$ cat config.mk
export PLATFORM = sky130hd
export DESIGN_NAME = charge_cycle_controller
export DESIGN_NICKNAME = d
export VERILOG_FILES = /design/src/hdl/charge_cycle_pkg.sv /design/src/hdl/charge_cycle_controller.sv
export SDC_FILE = /design/constraint.sdc
export NUM_CORES = 1
export LEC_CHECK = 0
export ABC_AREA = 1
export BUFFER_PORTS_ARGS = -buffer_cell sky130_fd_sc_hd__buf_4
export CAP_MARGIN = 15
export CORE_ASPECT_RATIO = 2
export CORE_MARGIN = 2
export CORE_UTILIZATION = 62
export DETAILED_ROUTE_END_ITERATION = 8
export PLACE_DENSITY_LB_ADDON = 0.3
export SLEW_MARGIN = 20
export SYNTH_ARGS = -nofsm -noshare
export SYNTH_HDL_FRONTEND = slang
export SYNTH_SLANG_ARGS = --single-unit
$ cat constraint.sdc
create_clock -name clk_i -period 13 [get_ports clk_i]
set_input_delay 1.3 -clock clk_i [delete_from_list [all_inputs] [get_ports clk_i]]
set_output_delay 1.3 -clock clk_i [all_outputs]
set_load 0.005 [all_outputs]
$ cat src/hdl/charge_cycle_pkg.sv
// Behaviour
// Input overload engages the input current or input voltage limit loop.
// System rail below minimum during charging lets the minimum loop cut charge current.
// Zero charge current and rail below battery enters supplement mode, switch on.
// Supplement mode drives the battery switch as an ideal diode, about 25 mV drop.
// Battery below depletion threshold ends supplement mode, switch off.
// Each active input limit loop sets its own status flag; both may be set.
// Enable bit 1 and enable pin low run a full cycle; host may reprogram anytime.
// Default voltage target 4.2, 8.4, 12.6 or 16.8 V by cell count.
// Default currents: fast 2 A or 1 A, pre 120 mA, trickle 100 mA, term 200 mA.
// Default timers 12 h fast, 2 h pre, 1 h trickle; recharge offset 200 mV.
// New cycle needs converter up, both enables, no thermistor or timer fault.
// Terminate when current below threshold and battery above recharge level, unless limiting.
// After termination, battery below recharge threshold restarts; 2-bit offset select.
// Toggling the enable pin or the enable bit after termination restarts a cycle.
// Indicator low while charging, high when done or disabled, blinking on fault.
// Indicator disable bit set stops driving the indicator pin.
// Phase code 000 idle, 001 trickle, 010 pre, 011 CC, 100 CV, 110 top-off, 111 done.
// Every phase code change raises an interrupt.
// Cycle start picks trickle, pre-charge or fast charge from battery voltage.
// Limiting or thermal regulation suppresses termination and halves the safety timer rate.
// Linear mode disabled moves pre and fast current to converter loop, no minimum hold.
// Fast entry threshold is a ratio of the target; trickle exit fixed at 2.2 V.
// Charge interrupt mask set suppresses every charge cycle interrupt pulse.
// Each interrupt is one active-low pulse of fixed length per event; code merges a change during a pulse into one longer pulse.
// Fault blink toggles at a fixed period for as long as the fault lasts.
package charge_cycle_pkg;
  // Clock
  localparam int unsigned CLK_HZ         = 20000000;
  // Voltages in mV, currents in mA
  localparam logic [15:0] CHARGE_VOLTAGE_TARGET_1S_MV     = 16'd4200;
  localparam logic [15:0] CHARGE_VOLTAGE_TARGET_2S_MV     = 16'd8400;
  localparam logic [15:0] CHARGE_VOLTAGE_TARGET_3S_MV     = 16'd12600;
  localparam logic [15:0] CHARGE_VOLTAGE_TARGET_4S_MV     = 16'd16800;
  localparam logic [15:0] TRICKLE_EXIT_MV = 16'd2200;
  localparam logic [15:0] RECHG_BASE_MV  = 16'd200;
  localparam logic [15:0] FAST_CHARGE_CURRENT_LOW_MA    = 16'd2000;
  localparam logic [15:0] FAST_CHARGE_CURRENT_HIGH_MA   = 16'd1000;
  localparam logic [15:0] IPRE_MA        = 16'd120;
  localparam logic [15:0] ITRICKLE_MA    = 16'd100;
  localparam logic [15:0] ITERM_MA       = 16'd200;
  localparam logic [15:0] DIODE_DROP_MV  = 16'd25;
  // Fast entry ratio in 1/16 of target
  localparam logic [4:0]  LOWV_RATIO_16  = 5'd11;
  // Timers in seconds
  localparam int unsigned TMR_FAST_S     = 43200;
  localparam int unsigned TMR_PRE_S      = 7200;
  localparam int unsigned TMR_TRICKLE_S  = 3600;
  // Pulse and blink
  localparam int unsigned INT_PULSE_NS   = 256000;
  localparam int unsigned INT_PULSE_CYC  = INT_PULSE_NS / (1000000000 / CLK_HZ);
  localparam int unsigned BLINK_MS       = 500;
  localparam int unsigned BLINK_CYC      = BLINK_MS * (CLK_HZ / 1000);
  localparam int unsigned SECOND_CYC     = CLK_HZ;
  // Register byte offsets
  localparam logic [7:0]  CTRL_OFS       = 8'h00;
  localparam logic [7:0]  STATUS_OFS     = 8'h04;
  localparam logic [7:0]  SETTINGS_OFS   = 8'h08;
  localparam logic [7:0]  TERM_OFS       = 8'h0c;
  // Control bit positions
  localparam int CTRL_EN_BIT     = 0;
  localparam int CTRL_STATDIS_BIT = 1;
  localparam int CTRL_LINDIS_BIT = 2;
  localparam int CTRL_MASK_BIT   = 3;
  localparam int CTRL_RECHG_LSB  = 4;
  localparam int CTRL_CELLS_LSB  = 6;
  localparam logic [31:0] CTRL_RESET = 32'h0000_0001;

  typedef enum logic [2:0] {
    PH_IDLE    = 3'b000,
    PH_TRICKLE = 3'b001,
    PH_PRE     = 3'b010,
    PH_CC      = 3'b011,
    PH_CV      = 3'b100,
    PH_RSVD    = 3'b101,
    PH_TOPOFF  = 3'b110,
    PH_DONE    = 3'b111
  } phase_e;
endpackage

$ cat src/hdl/charge_cycle_controller.sv
module charge_cycle_controller
  import charge_cycle_pkg::*;
#(
  parameter int unsigned SECOND_CYCLES = SECOND_CYC,
  parameter int unsigned BLINK_CYCLES  = BLINK_CYC
) (
  // Clock and reset
  input  wire logic        clk_i,
  input  wire logic        rst_i,
  // Wishbone slave
  input  wire logic        cyc_i,
  input  wire logic        stb_i,
  input  wire logic        we_i,
  input  wire logic [7:0]  adr_i,
  input  wire logic [3:0]  sel_i,
  input  wire logic [31:0] dat_i,
  output logic      [31:0] dat_o,
  output logic             ack_o,
  // Analog measurements, mV and mA
  input  wire logic [15:0] vbat_mv_i,
  input  wire logic [15:0] vsys_mv_i,
  input  wire logic [15:0] fast_charge_current_ma_i,
  input  wire logic [15:0] min_system_voltage_mv_i,
  input  wire logic [15:0] vdeplete_mv_i,
  // Comparator and status inputs
  input  wire logic        input_overload_i,
  input  wire logic        input_voltage_low_i,
  input  wire logic        converter_up_i,
  input  wire logic        thermal_reg_i,
  input  wire logic        thermistor_fault_i,
  input  wire logic        charge_enable_n_i,
  // Loop controls
  output logic             input_current_limit_loop_o,
  output logic             input_voltage_limit_loop_o,
  output logic             min_sys_loop_o,
  output logic             converter_current_loop_o,
  output logic             battery_switch_o,
  output logic             ideal_diode_o,
  output logic      [15:0] diode_drop_mv_o,
  output logic      [15:0] charge_current_ma_o,
  output logic      [15:0] charge_voltage_mv_o,
  // Indicator pin and interrupt
  output logic             stat_o,
  output logic             stat_oe_n_o,
  output logic             int_n_o
);

  typedef struct packed {
    logic [31:0] ctrl;
    logic [15:0] term_ma;
    logic [31:0] dat;
    logic        ack;
    phase_e      phase;
    logic        supplement;
    logic        en_sync1;
    logic        en_sync2;
    logic        en_prev;
    logic        timer_fault;
    logic [31:0] tick_cnt;
    logic        half_tog;
    logic [31:0] sec_cnt;
    logic [31:0] blink_cnt;
    logic        blink;
    logic [31:0] pulse_cnt;
  } state_s;

  state_s s_reg;
  state_s s_next;

  logic        en_bit;
  logic        enabled;
  logic        limiting;
  logic        can_start;
  logic [15:0] charge_voltage_target_mv;
  logic [15:0] lowv_mv;
  logic [15:0] rechg_mv;
  logic [20:0] lowv_wide;
  logic [31:0] limit_s;
  phase_e      start_phase;
  logic        wr_ctrl;
  logic        wr_term;

  assign en_bit  = s_reg.ctrl[CTRL_EN_BIT];
  assign enabled = en_bit && !s_reg.en_sync2;
  assign limiting = input_overload_i || input_voltage_low_i || thermal_reg_i;
  assign wr_ctrl = cyc_i && stb_i && we_i && !s_reg.ack && adr_i == CTRL_OFS;
  assign wr_term = cyc_i && stb_i && we_i && !s_reg.ack && adr_i == TERM_OFS;

  ////////////////////////////////////////////////////////////////////////
  // Thresholds

  // target by cells
  always_comb begin
    unique case (s_reg.ctrl[CTRL_CELLS_LSB +: 2])
      2'd0: charge_voltage_target_mv = CHARGE_VOLTAGE_TARGET_1S_MV;
      2'd1: charge_voltage_target_mv = CHARGE_VOLTAGE_TARGET_2S_MV;
      2'd2: charge_voltage_target_mv = CHARGE_VOLTAGE_TARGET_3S_MV;
      2'd3: charge_voltage_target_mv = CHARGE_VOLTAGE_TARGET_4S_MV;
    endcase
  end

  // fast entry ratio
  assign lowv_wide = ({5'd0, charge_voltage_target_mv} * {16'd0, LOWV_RATIO_16}) >> 4;
  assign lowv_mv   = lowv_wide[15:0];
  // offset select, 200 mV steps from the default
  assign rechg_mv  = charge_voltage_target_mv - RECHG_BASE_MV * ({14'd0, s_reg.ctrl[CTRL_RECHG_LSB +: 2]} + 16'd1);

  // phase from battery voltage
  always_comb begin
    if (vbat_mv_i < TRICKLE_EXIT_MV) begin
      start_phase = PH_TRICKLE;
    end else if (vbat_mv_i < lowv_mv) begin
      start_phase = PH_PRE;
    end else begin
      start_phase = PH_CC;
    end
  end

  // start conditions
  assign can_start = converter_up_i && enabled && !thermistor_fault_i && !s_reg.timer_fault;

  // default timer limits
  always_comb begin
    unique case (s_reg.phase)
      PH_TRICKLE: limit_s = TMR_TRICKLE_S;
      PH_PRE:     limit_s = TMR_PRE_S;
      default:    limit_s = TMR_FAST_S;
    endcase
  end

  ////////////////////////////////////////////////////////////////////////
  // Next state

  always_comb begin
    s_next = s_reg;
    s_next.ack = cyc_i && stb_i && !s_reg.ack;
    // Pin crosses in from outside, two flops first
    s_next.en_sync1 = charge_enable_n_i;
    s_next.en_sync2 = s_reg.en_sync1;
    s_next.en_prev  = enabled;

    // host rewrites settings anytime
    if (wr_ctrl) begin
      for (int b = 0; b < 4; b++) begin
        if (sel_i[b]) begin
          s_next.ctrl[8*b +: 8] = dat_i[8*b +: 8];
        end
      end
    end
    if (wr_term && sel_i[0]) begin
      s_next.term_ma[7:0] = dat_i[7:0];
    end
    if (wr_term && sel_i[1]) begin
      s_next.term_ma[15:8] = dat_i[15:8];
    end

    s_next.dat = 32'h0000_0000;
    if (cyc_i && stb_i && !we_i && !s_reg.ack) begin
      unique case (adr_i)
        CTRL_OFS:     s_next.dat = s_reg.ctrl;
        STATUS_OFS:   s_next.dat = {24'h00_0000, s_reg.timer_fault, s_reg.supplement,
                                    input_voltage_low_i, input_overload_i, 1'b0, s_reg.phase};
        SETTINGS_OFS: s_next.dat = {charge_voltage_target_mv, lowv_mv};
        TERM_OFS:     s_next.dat = {16'h0000, s_reg.term_ma};
        default:      s_next.dat = 32'h0000_0000;
      endcase
    end

    // Safety timer, halved rate while limiting
    s_next.tick_cnt = s_reg.tick_cnt + 32'd1;
    if (s_reg.tick_cnt >= SECOND_CYCLES - 1) begin
      s_next.tick_cnt = 32'd0;
      s_next.half_tog = ~s_reg.half_tog;
      // half rate count
      if (s_reg.phase inside {PH_TRICKLE, PH_PRE, PH_CC, PH_CV} && !s_reg.supplement &&
          (!limiting || s_reg.half_tog)) begin
        s_next.sec_cnt = s_reg.sec_cnt + 32'd1;
        if (s_reg.sec_cnt + 32'd1 >= limit_s) begin
          s_next.timer_fault = 1'b1;
        end
      end
    end

    // phase machine codes
    unique case (s_reg.phase)
      PH_IDLE, PH_RSVD: begin
        if (can_start) begin
          s_next.phase   = start_phase;
          s_next.sec_cnt = 32'd0;
        end
      end
      PH_TRICKLE, PH_PRE, PH_CC, PH_CV: begin
        if (start_phase != s_reg.phase && s_reg.phase != PH_CV && start_phase != PH_CC) begin
          s_next.phase   = start_phase;
          s_next.sec_cnt = 32'd0;
        end else if (s_reg.phase == PH_CC && start_phase == PH_CC && vbat_mv_i >= charge_voltage_target_mv) begin
          s_next.phase = PH_CV;
        end else if (s_reg.phase == PH_PRE && start_phase == PH_CC) begin
          s_next.phase   = PH_CC;
          s_next.sec_cnt = 32'd0;
        end
        // termination, R20 suppressed while limiting
        if (s_reg.phase inside {PH_CC, PH_CV} && fast_charge_current_ma_i < s_reg.term_ma &&
            vbat_mv_i > rechg_mv && !limiting) begin
          s_next.phase = PH_DONE;
        end
      end
      PH_TOPOFF: s_next.phase = PH_DONE;
      PH_DONE: begin
        // recharge restart
        if (vbat_mv_i < rechg_mv && can_start) begin
          s_next.phase   = start_phase;
          s_next.sec_cnt = 32'd0;
        end
      end
    endcase
    if (!enabled || !can_start && s_reg.phase != PH_DONE) begin
      s_next.phase = PH_IDLE;
    end
    // toggle of pin or bit restarts from idle
    if (enabled && !s_reg.en_prev) begin
      s_next.timer_fault = 1'b0;
      s_next.sec_cnt     = 32'd0;
    end

    // enter supplement, R5 leave it
    // Depleted battery may not re-enter, or the switch would chatter each cycle
    if (!s_reg.supplement && fast_charge_current_ma_i == 16'd0 && vsys_mv_i < vbat_mv_i &&
        vbat_mv_i >= vdeplete_mv_i) begin
      s_next.supplement = 1'b1;
    end else if (s_reg.supplement && vbat_mv_i < vdeplete_mv_i) begin
      s_next.supplement = 1'b0;
    end

    // fault blink period
    s_next.blink_cnt = s_reg.blink_cnt + 32'd1;
    if (s_reg.blink_cnt >= BLINK_CYCLES - 1) begin
      s_next.blink_cnt = 32'd0;
      s_next.blink     = ~s_reg.blink;
    end

    // change raises interrupt, R23 masked, R24 fixed pulse
    if (s_reg.pulse_cnt != 32'd0) begin
      s_next.pulse_cnt = s_reg.pulse_cnt - 32'd1;
    end
    if (s_next.phase != s_reg.phase && !s_reg.ctrl[CTRL_MASK_BIT]) begin
      s_next.pulse_cnt = INT_PULSE_CYC;
    end

    if (rst_i) begin
      s_next = '0;
      s_next.ctrl     = CTRL_RESET;
      s_next.term_ma  = ITERM_MA;
      s_next.en_sync1 = 1'b1;
      s_next.en_sync2 = 1'b1;
    end
  end

  always_ff @(posedge clk_i) begin
    s_reg <= s_next;
  end

  ////////////////////////////////////////////////////////////////////////
  // Outputs

  assign dat_o = s_reg.dat;
  assign ack_o = s_reg.ack;

  // limit loops, R6 flags follow the same levels
  assign input_current_limit_loop_o = input_overload_i;
  assign input_voltage_limit_loop_o = input_voltage_low_i;
  // minimum loop, R21 dropped outside trickle when linear mode off
  assign min_sys_loop_o = s_reg.phase inside {PH_TRICKLE, PH_PRE, PH_CC, PH_CV} &&
                          vsys_mv_i < min_system_voltage_mv_i &&
                          (!s_reg.ctrl[CTRL_LINDIS_BIT] || s_reg.phase == PH_TRICKLE);
  // converter regulates pre and fast current
  assign converter_current_loop_o = s_reg.ctrl[CTRL_LINDIS_BIT] &&
                                    s_reg.phase inside {PH_PRE, PH_CC};
  // ideal diode in supplement
  assign ideal_diode_o   = s_reg.supplement;
  assign diode_drop_mv_o = s_reg.supplement ? DIODE_DROP_MV : 16'h0000;
  assign battery_switch_o = s_reg.supplement ||
                            s_reg.phase inside {PH_TRICKLE, PH_PRE, PH_CC, PH_CV, PH_TOPOFF};

  // default currents
  always_comb begin
    unique case (s_reg.phase)
      PH_TRICKLE: charge_current_ma_o = ITRICKLE_MA;
      PH_PRE:     charge_current_ma_o = IPRE_MA;
      PH_CC, PH_CV, PH_TOPOFF:
        charge_current_ma_o = s_reg.ctrl[CTRL_CELLS_LSB + 1] ? FAST_CHARGE_CURRENT_HIGH_MA : FAST_CHARGE_CURRENT_LOW_MA;
      default:    charge_current_ma_o = 16'h0000;
    endcase
  end
  assign charge_voltage_mv_o = charge_voltage_target_mv;

  // indicator levels, R16 pin released when disabled
  assign stat_o      = s_reg.timer_fault || thermistor_fault_i ? s_reg.blink :
                       !(s_reg.phase inside {PH_TRICKLE, PH_PRE, PH_CC, PH_CV, PH_TOPOFF});
  assign stat_oe_n_o = s_reg.ctrl[CTRL_STATDIS_BIT];
  // active-low pulse
  assign int_n_o = s_reg.pulse_cnt == 32'd0;

endmodule

==> summary.md, run 1 <==
| Metric | Value |
|---|---|
| Status | complete, no violations |
| Final Critical Period | 5.246 ns |
| Antenna violations before repair | 0 |
| Reg2reg setup slack | 7.75 ns |
| Final Skew | 0.02933 ns |
| Unique masters post-synth | 61 |
| Max VDD drop | 0.1401 mV |
| CTS tree | built |
| P&R area growth vs syn | 15.05% |
| Worst-Skew Late Latency | about 0.53 ns |
| Tcrit/Tclk final | 40.36% |
| Crit path kind | reg -> reg |
| Finish-stage setup viols | 0 |
| Reg2reg start | s_reg[193]$_SDFFE_PP0P_ |
| RSZ-0062 raised after global routing | no |
| Commonest cells post-synth | inv_1 (243), dfxtp_1 (219), nand2_1 (214), nor2_1 (214), a21oi_1 (137) |
| Clk sink count | 219 |
| Worst path max stage delay | 0.55 ns |
| Multi-input gate area | approximately 7600 um^2 |
| Reg-to-reg endpoint | s_reg[31]$_SDFFE_PP0N_ |
| Vias in the first global route | 12,670 |
| Detail Placement HPWL | approximately 28 mm |
| Clock transition at path regs | roughly 0.07 ns |
| Synth area leader | dfxtp_1 |
| Synth warn | 0 |
| Crit path launch | s_reg[193]$_SDFFE_PP0P_ |
| Hold path depth | 1 |
| Sequential element share of the synthesized area | 32.68% |
| Reg2reg path depth | 31 |
| DRT Wirelength | 36.08 mm |
| DR iter-0 viols | 746 |
| Post-CTS setup buffer count | 0 |
| FF+latch area | 4384 um^2 |
| Pins Over Slew Limit | 0 |
| Type of the most critical hold path | reg -> reg |
| Buffers and inverters on the worst path | 2 |
| Deepest clock path buffer count | 3 |
| Die span in y | 212.0 um |
| Initial Utilization | about 63% |
| Hold Fails Final Rpt | 0 |
| Synth Cell Area | 13,420 um^2 |
| Setup crit end | s_reg[31]$_SDFFE_PP0N_ |
| First-pass GRT wire length | roughly 58 mm |
| Die X | 108.0 um |
| GRT overflow | 0 |
| Drt pass-1 iters | 8 |
| Most common cell on crit path | nand2_1 |
| CP delay by family, top | simple AND/OR/NAND/NOR gates |
| Core ar. | 21,400 um^2 |
| Post-synth top area share | 32.68% |
| Pin count of the biggest net entering global routing | 52 |
| Post-synth ARST share | 0% |
| WP data arrival | approximately 5.6 ns |
| Routed len/inst | between 15 and 20 um |
| Diode count | 0 |
| All-layer global routing usage | 31.69% |
| Setup TNS | 0 ns |
| DRC | 0 |
| PD cells | 120.2 nW/um^2 |
| EDFF count, synth | 0 |
| FF+latch count, synth | 219 |
| Max FFs per register | about 180 |
| Main synth FF type | dfxtp_1 |
| Hold buffers post-CTS | 0 |
| Ports | 225 |
| Port buffer count | 197 |
| Worst slew pin tran | around 0.89 ns |
| Crit end category | flip-flop |
| Data required, critical path | 13.40 ns |
| Finished Core Util | 72.15% |
| WP depth | 31 |
| Clock tree root buffer cell | clkbuf_16 |
| Count leader, synth | inv_1 |
| H-tree depth | 1 |
| Setup WS pre-CTS | around 8 ns |
| Crit-path slowest cell | dfxtp_1 |
| Area contributors post-synth | dfxtp_1 (33%), ha_1 (12%), inv_1 (6.8%) |
| Placement Rows | 76 |
| Pleak | 6.768 nW |
| Cts bufs inserted | 21 |
| Share of cells above drive strength 1 | between 10% and 20% |
| Mapped Avg Cell Area | between 7 and 8 um^2 |
| MaxCap Viol Count | 0 |
| # resized after CTS | 0 |
| Fin worst setup slack | 7.754 ns |
| Critical path launch point type | flip-flop |
| Vias | 12,510 |
| Worst-path maximum fanout | 30 |
| FMAX | about 0.19 GHz |
| Tot Pwr | about 1.9 mW |
| DRT antenna net count | 0 |
| Fillers | approximately 1,800 |
| Relative slew slack | 40.30% |
| Post-Syn Instances | 1,795 |
| GPL Wtd Cong | 0.9771 |
| Total Die Area | 22,900 um^2 |
| Final Net Count | 2,228 |
| Via density | 5.564 |
[through the flow]
stage | hold WS (ns) | area (um^2) | instances
floorplan | 0.3895 | 13570 | 1837
global placement | 0.3943 | 14770 | 2211
detailed placement | 0.4082 | 14770 | 2211
CTS | 0.3934 | 15430 | 2249
global route | 0.4292 | 15440 | 2249
finish | 0.4036 | 15440 | 2249
[worst reg2reg max path, delay by kind of cell, from the launching register on]
kind / cells / cell delay, ns
fa+ha+maj: 3 / 1.00
compound gates: 4 / 0.44
flops: 1 / 0.55
simple gates: 21 / 2.58
buf+inv: 2 / 0.41
xor+xnor: 1 / 0.15
[where the power goes]
group          leakage, nW  internal (mW)  switching, mW  total [mW]
combinational         4.66          0.204          0.298       0.501
clock                0.332          0.328          0.264       0.592
sequential            1.77          0.722         0.0401       0.763
[worst min-delay path by stage]
stage | start | slack (ns) | endpoint
after floorplan | s_reg[133]$_SDFF_PP1_ | 0.39 | s_reg[132]$_SDFF_PP1_
after global placement | s_reg[133]$_SDFF_PP1_ | 0.39 | s_reg[132]$_SDFF_PP1_
after detailed placement | s_reg[133]$_SDFF_PP1_ | 0.41 | s_reg[132]$_SDFF_PP1_
after CTS | s_reg[133]$_SDFF_PP1_ | 0.39 | s_reg[132]$_SDFF_PP1_
after global routing | s_reg[133]$_SDFF_PP1_ | 0.43 | s_reg[132]$_SDFF_PP1_
final | s_reg[133]$_SDFF_PP1_ | 0.40 | s_reg[132]$_SDFF_PP1_
[kinds of logic after synthesis]
logic type	share of synthesized area (%)
xor+xnor	5.157
simple gates	24.45
flops	32.68
buf+inv	11.95
other cells	0.05598
fa+ha+maj	12.37
compound gates	13.35
[layout by cell type, fill, tap and decap left out, types with 6 or more instances in the layout]
cell type,count
conb_1,44
nor2_2,35
nor3_1,54
clkbuf_16,21
inv_1,242
nand4_1,46
dfxtp_1,219
nor2_1,214
xor2_1,52
nor3b_1,13
buf_4,201
nand2_2,12
o22ai_1,10
o21a_1,6
inv_2,6
nor4_1,18
clkinv_2,6
a211oi_1,35
nand3_1,68
or2_2,7
nand2_1,214
o21ai_0,78
a21oi_1,137
xnor2_1,27
ha_1,131
[layer usage]
layer | vias to the layer above | part of all wire, % | global-route usage (%)
met2 | 430 | 51 | 58.51
li1 | 6221 | - | -
met5 | - | 0 | 0
met3 | 157 | 5.9 | 5.334
met4 | 0 | 7.2 | 21.97
met1 | 5705 | 35 | 31.30
[final cells by class]
type	instances	share of cell area (%)
clock buffer	30	3.947
inverter	251	6.128
clock inverter	8	0.3323
tap	273	2.213
multi-input combinational	1267	49.20
timing repair buffer	201	9.775
sequential	219	28.40
Power figures use the tool's default switching activity.
==> run 2: changes to the inputs <==
--- a/config.mk
+++ b/config.mk
@@ -10,7 +10,7 @@
 export CAP_MARGIN = 15
 export CORE_ASPECT_RATIO = 2
 export CORE_MARGIN = 2
-export CORE_UTILIZATION = 62
+export CORE_UTILIZATION = 58
 export DETAILED_ROUTE_END_ITERATION = 8
 export PLACE_DENSITY_LB_ADDON = 0.3
 export SLEW_MARGIN = 20
==> constraint.sdc (replaced) <==
create_clock -name clk_i -period 5.2 [get_ports clk_i]
set_input_delay 0.52 -clock clk_i [delete_from_list [all_inputs] [get_ports clk_i]]
set_output_delay 0.52 -clock clk_i [all_outputs]
set_load 0.005 [all_outputs]
==> run 2 against run 1 <==
  * Die area is 6.7% higher
  * Register-to-register slack worse by 7.4 ns
  * Sequential share of layout area is 0.25 points lower
  * Total power grew to 2.6 times the previous value
  * Sequential cell count stayed put
  * Clock power grew to 2.7 times the previous value
  * Core utilization is 3.6 points lower
  * Combinational power grew to 2.6 times the previous value
  * Clock skew is 0.015 ns lower
==> summary.md, run 2 (same netlist as run 1, synthesis figures left out) <==
| Metric | Value |
|---|---|
| Finish-stage setup viols | 0 |
| Final Critical Period | approximately 4.8 ns |
| Die X | between 100 and 150 um |
| Fillers | 1,965 |
| Max FFs per register | 183 |
| Diode count | 0 |
| P_sw | ~1.6 mW |
| Share of cells above drive strength 1 | 16.46% |
| Data required, critical path | 5.64 ns |
| H-tree depth | 1 |
| Crit path kind | reg -> reg |
| PD cells | 308.6 nW/um^2 |
| Status | complete, no violations |
| Logic pwr share | a little over a quarter |
| FF+latch area | 4385 um^2 |
| Detail Placement HPWL | around 28 mm |
| P&R area growth vs syn | 16.11% |
| Max VDD drop | around 0.28 mV |
| Worst-path maximum fanout | 15 |
| Crit end category | flip-flop |
| Tcrit/Tclk final | 92.90% |
| Clk sink count | 219 |
| Clock Power Share | 33.7% |
| Vias | 12,540 |
| All-layer global routing usage | 28.31% |
| Drt pass-1 iters | 5 |
| Pins Over Slew Limit | 0 |
| Most common cell on crit path | nand2_1 |
| Initial Utilization | 59.00% |
| Worst path max stage delay | between 0.4 and 0.5 ns |
| WP data arrival | ~5.3 ns |
| Routed len/inst | between 15 and 20 um |
| Critical path launch point type | flip-flop |
| Final Skew | 0.01384 ns |
| MaxCap Viol Count | 0 |
| Setup TNS | 0 ns |
| Multi-input gate area | ~7600 um^2 |
| Internal power | 3.256 mW |
| Sw frac | 32.27% |
| Tot Pwr | roughly 4.8 mW |
| Final Net Count | 2,235 |
| Deepest clock path buffer count | 3 |
| Vias in the first global route | 12,160 |
| Crit-path slowest cell | dfxtp_2 |
| First-pass GRT wire length | 56.81 mm |
| Clock transition at path regs | 0.07 ns |
| Sequential power share | around 40% |
| DRT antenna net count | 0 |
| Relative slew slack | 33.17% |
| DR iter-0 viols | 658 |
| RSZ-0062 raised after global routing | no |
| CTS tree | built |
| Clock tree root buffer cell | clkbuf_16 |
| DRT Wirelength | roughly 36 mm |
| Pin count of the biggest net entering global routing | 51 |
| Hold Fails Final Rpt | 0 |
| FMAX | roughly 0.21 GHz |
| Antenna violations before repair | 1 |
| Via density | ~5.5 |
| Ports | 225 |
| Type of the most critical hold path | in -> reg |
| Port buffer count | between 150 and 200 |
| DRC | 0 |
| Die span in y | 219.1 um |
| Pleak | between 6 and 7 nW |
| Total Die Area | approximately 24,000 um^2 |
| Placement Rows | 78 |
| GRT overflow | 0 |
| Core ar. | approximately 23,000 um^2 |
| Commonest cells after routing, fill and taps aside | inv_1 (242), dfxtp_1 (218), nor2_1 (214), nand2_1 (214), buf_4 (207) |
| Worst-Skew Late Latency | 0.52 ns |
| Cts bufs inserted | 21 |
| GPL Wtd Cong | 0.9769 |
| Post-CTS setup buffer count | 0 |
| Worst slew pin tran | 0.9772 ns |
| Commonest non-fill, non-tap cell in the layout | inv_1 |
==> run 2: changes by cell type in the layout (fill, tap and decap cells not counted), sizes merged <==
cell | before | now
clkinv | 9 | 7
nand2 | 228 | 229
bufinv | 0 | 3
clkbuf | 30 | 27
buf | 201 | 207
==> run 2: metrics by stage <==
| step | std cells | cell area, um^2 | worst slack (ns) | hold slack, ns | util (%) |
|---|---|---|---|---|---|
| after CTS | 2260 | 15540 | 0.2029 | 0.1893 | 68.34 |
| after floorplan | 1837 | 13570 | 1.064 | 0.3895 | - |
| after global routing | 2261 | 15580 | 0.02284 | 0.1885 | 68.51 |
| after global placement | 2224 | 14830 | 0.3588 | 0.4124 | 65.21 |
| after detailed placement | 2224 | 14830 | 0.2172 | 0.4357 | 65.21 |
| final | 2261 | 15580 | 0.3692 | 0.2039 | 68.51 |
==> run 2: routing by layer <==
metal	share of wire, %	routed length (um)	vias to the layer above	GRT usage (%)
li1	-	-	6218	-
met1	37	13150	5801	29.59
met2	52	18690	391	53.94
met3	4.9	1759	129	3.756
met4	5.6	2003	2	15.56
met5	0.045	16	-	0
==> run 2: layout make-up <==
cell class | count | share of cell area [%]
Multi-Input combinational cell | 1268 | 48.98
Sequential cell | 219 | 28.15
Timing Repair Buffer | 207 | 9.975
Inverter | 251 | 6.072
Clock buffer | 27 | 3.711
Tap cell | 280 | 2.249
Clock inverter | 9 | 0.8594
==> run 2: worst paths after layout <==
| kind | to | from | slack, ns | depth (start not counted) |
|---|---|---|---|---|
| setup / recovery | s_reg[31]$_SDFFE_PP0N_ | s_reg[193]$_SDFFE_PP0P_ | 0.37 | 30 |
| hold / removal | s_reg[133]$_SDFF_PP1_ | charge_enable_n_i | 0.20 | 2 |
| setup reg to reg | s_reg[31]$_SDFFE_PP0N_ | s_reg[193]$_SDFFE_PP0P_ | 0.37 | 30 |
| hold reg to reg | s_reg[98]$_SDFF_PP0_ | s_reg[98]$_SDFF_PP0_ | 0.44 | 1 |
==> run 2: power by group through the flow <==
stage               clock network (mW)  registers (mW)  logic (mW)
floorplan                            0            1.92       0.978
CTS                               1.64            1.90        1.28
finish                            1.62            1.91        1.28
global route                      1.70            1.92        1.44
global placement                     0            1.94        1.23
detailed placement                   0            1.94        1.26
==> run 2: what timing repair did <==
| action | 4_1_cts | 5_1_grt |
|---|---|---|
| hold buffers | 0 | 0 |
| endpoints found under the hold margin | 0 | 0 |
| gates resized for setup | 0 | 5 |
| endpoints found under the setup margin | 0 | 30 |
==> run 2: worst max-delay path, delay by kind of cell, from the launching register on <==
family,cells,cell delay (ns)
DFF,1,0.45
and+or+nand+nor,20,2.37
xor gates and xnor gates,1,0.14
buffers and inverters,2,0.32
adders and majority gates,3,0.97
AOI/OAI and AO/OA,4,0.52
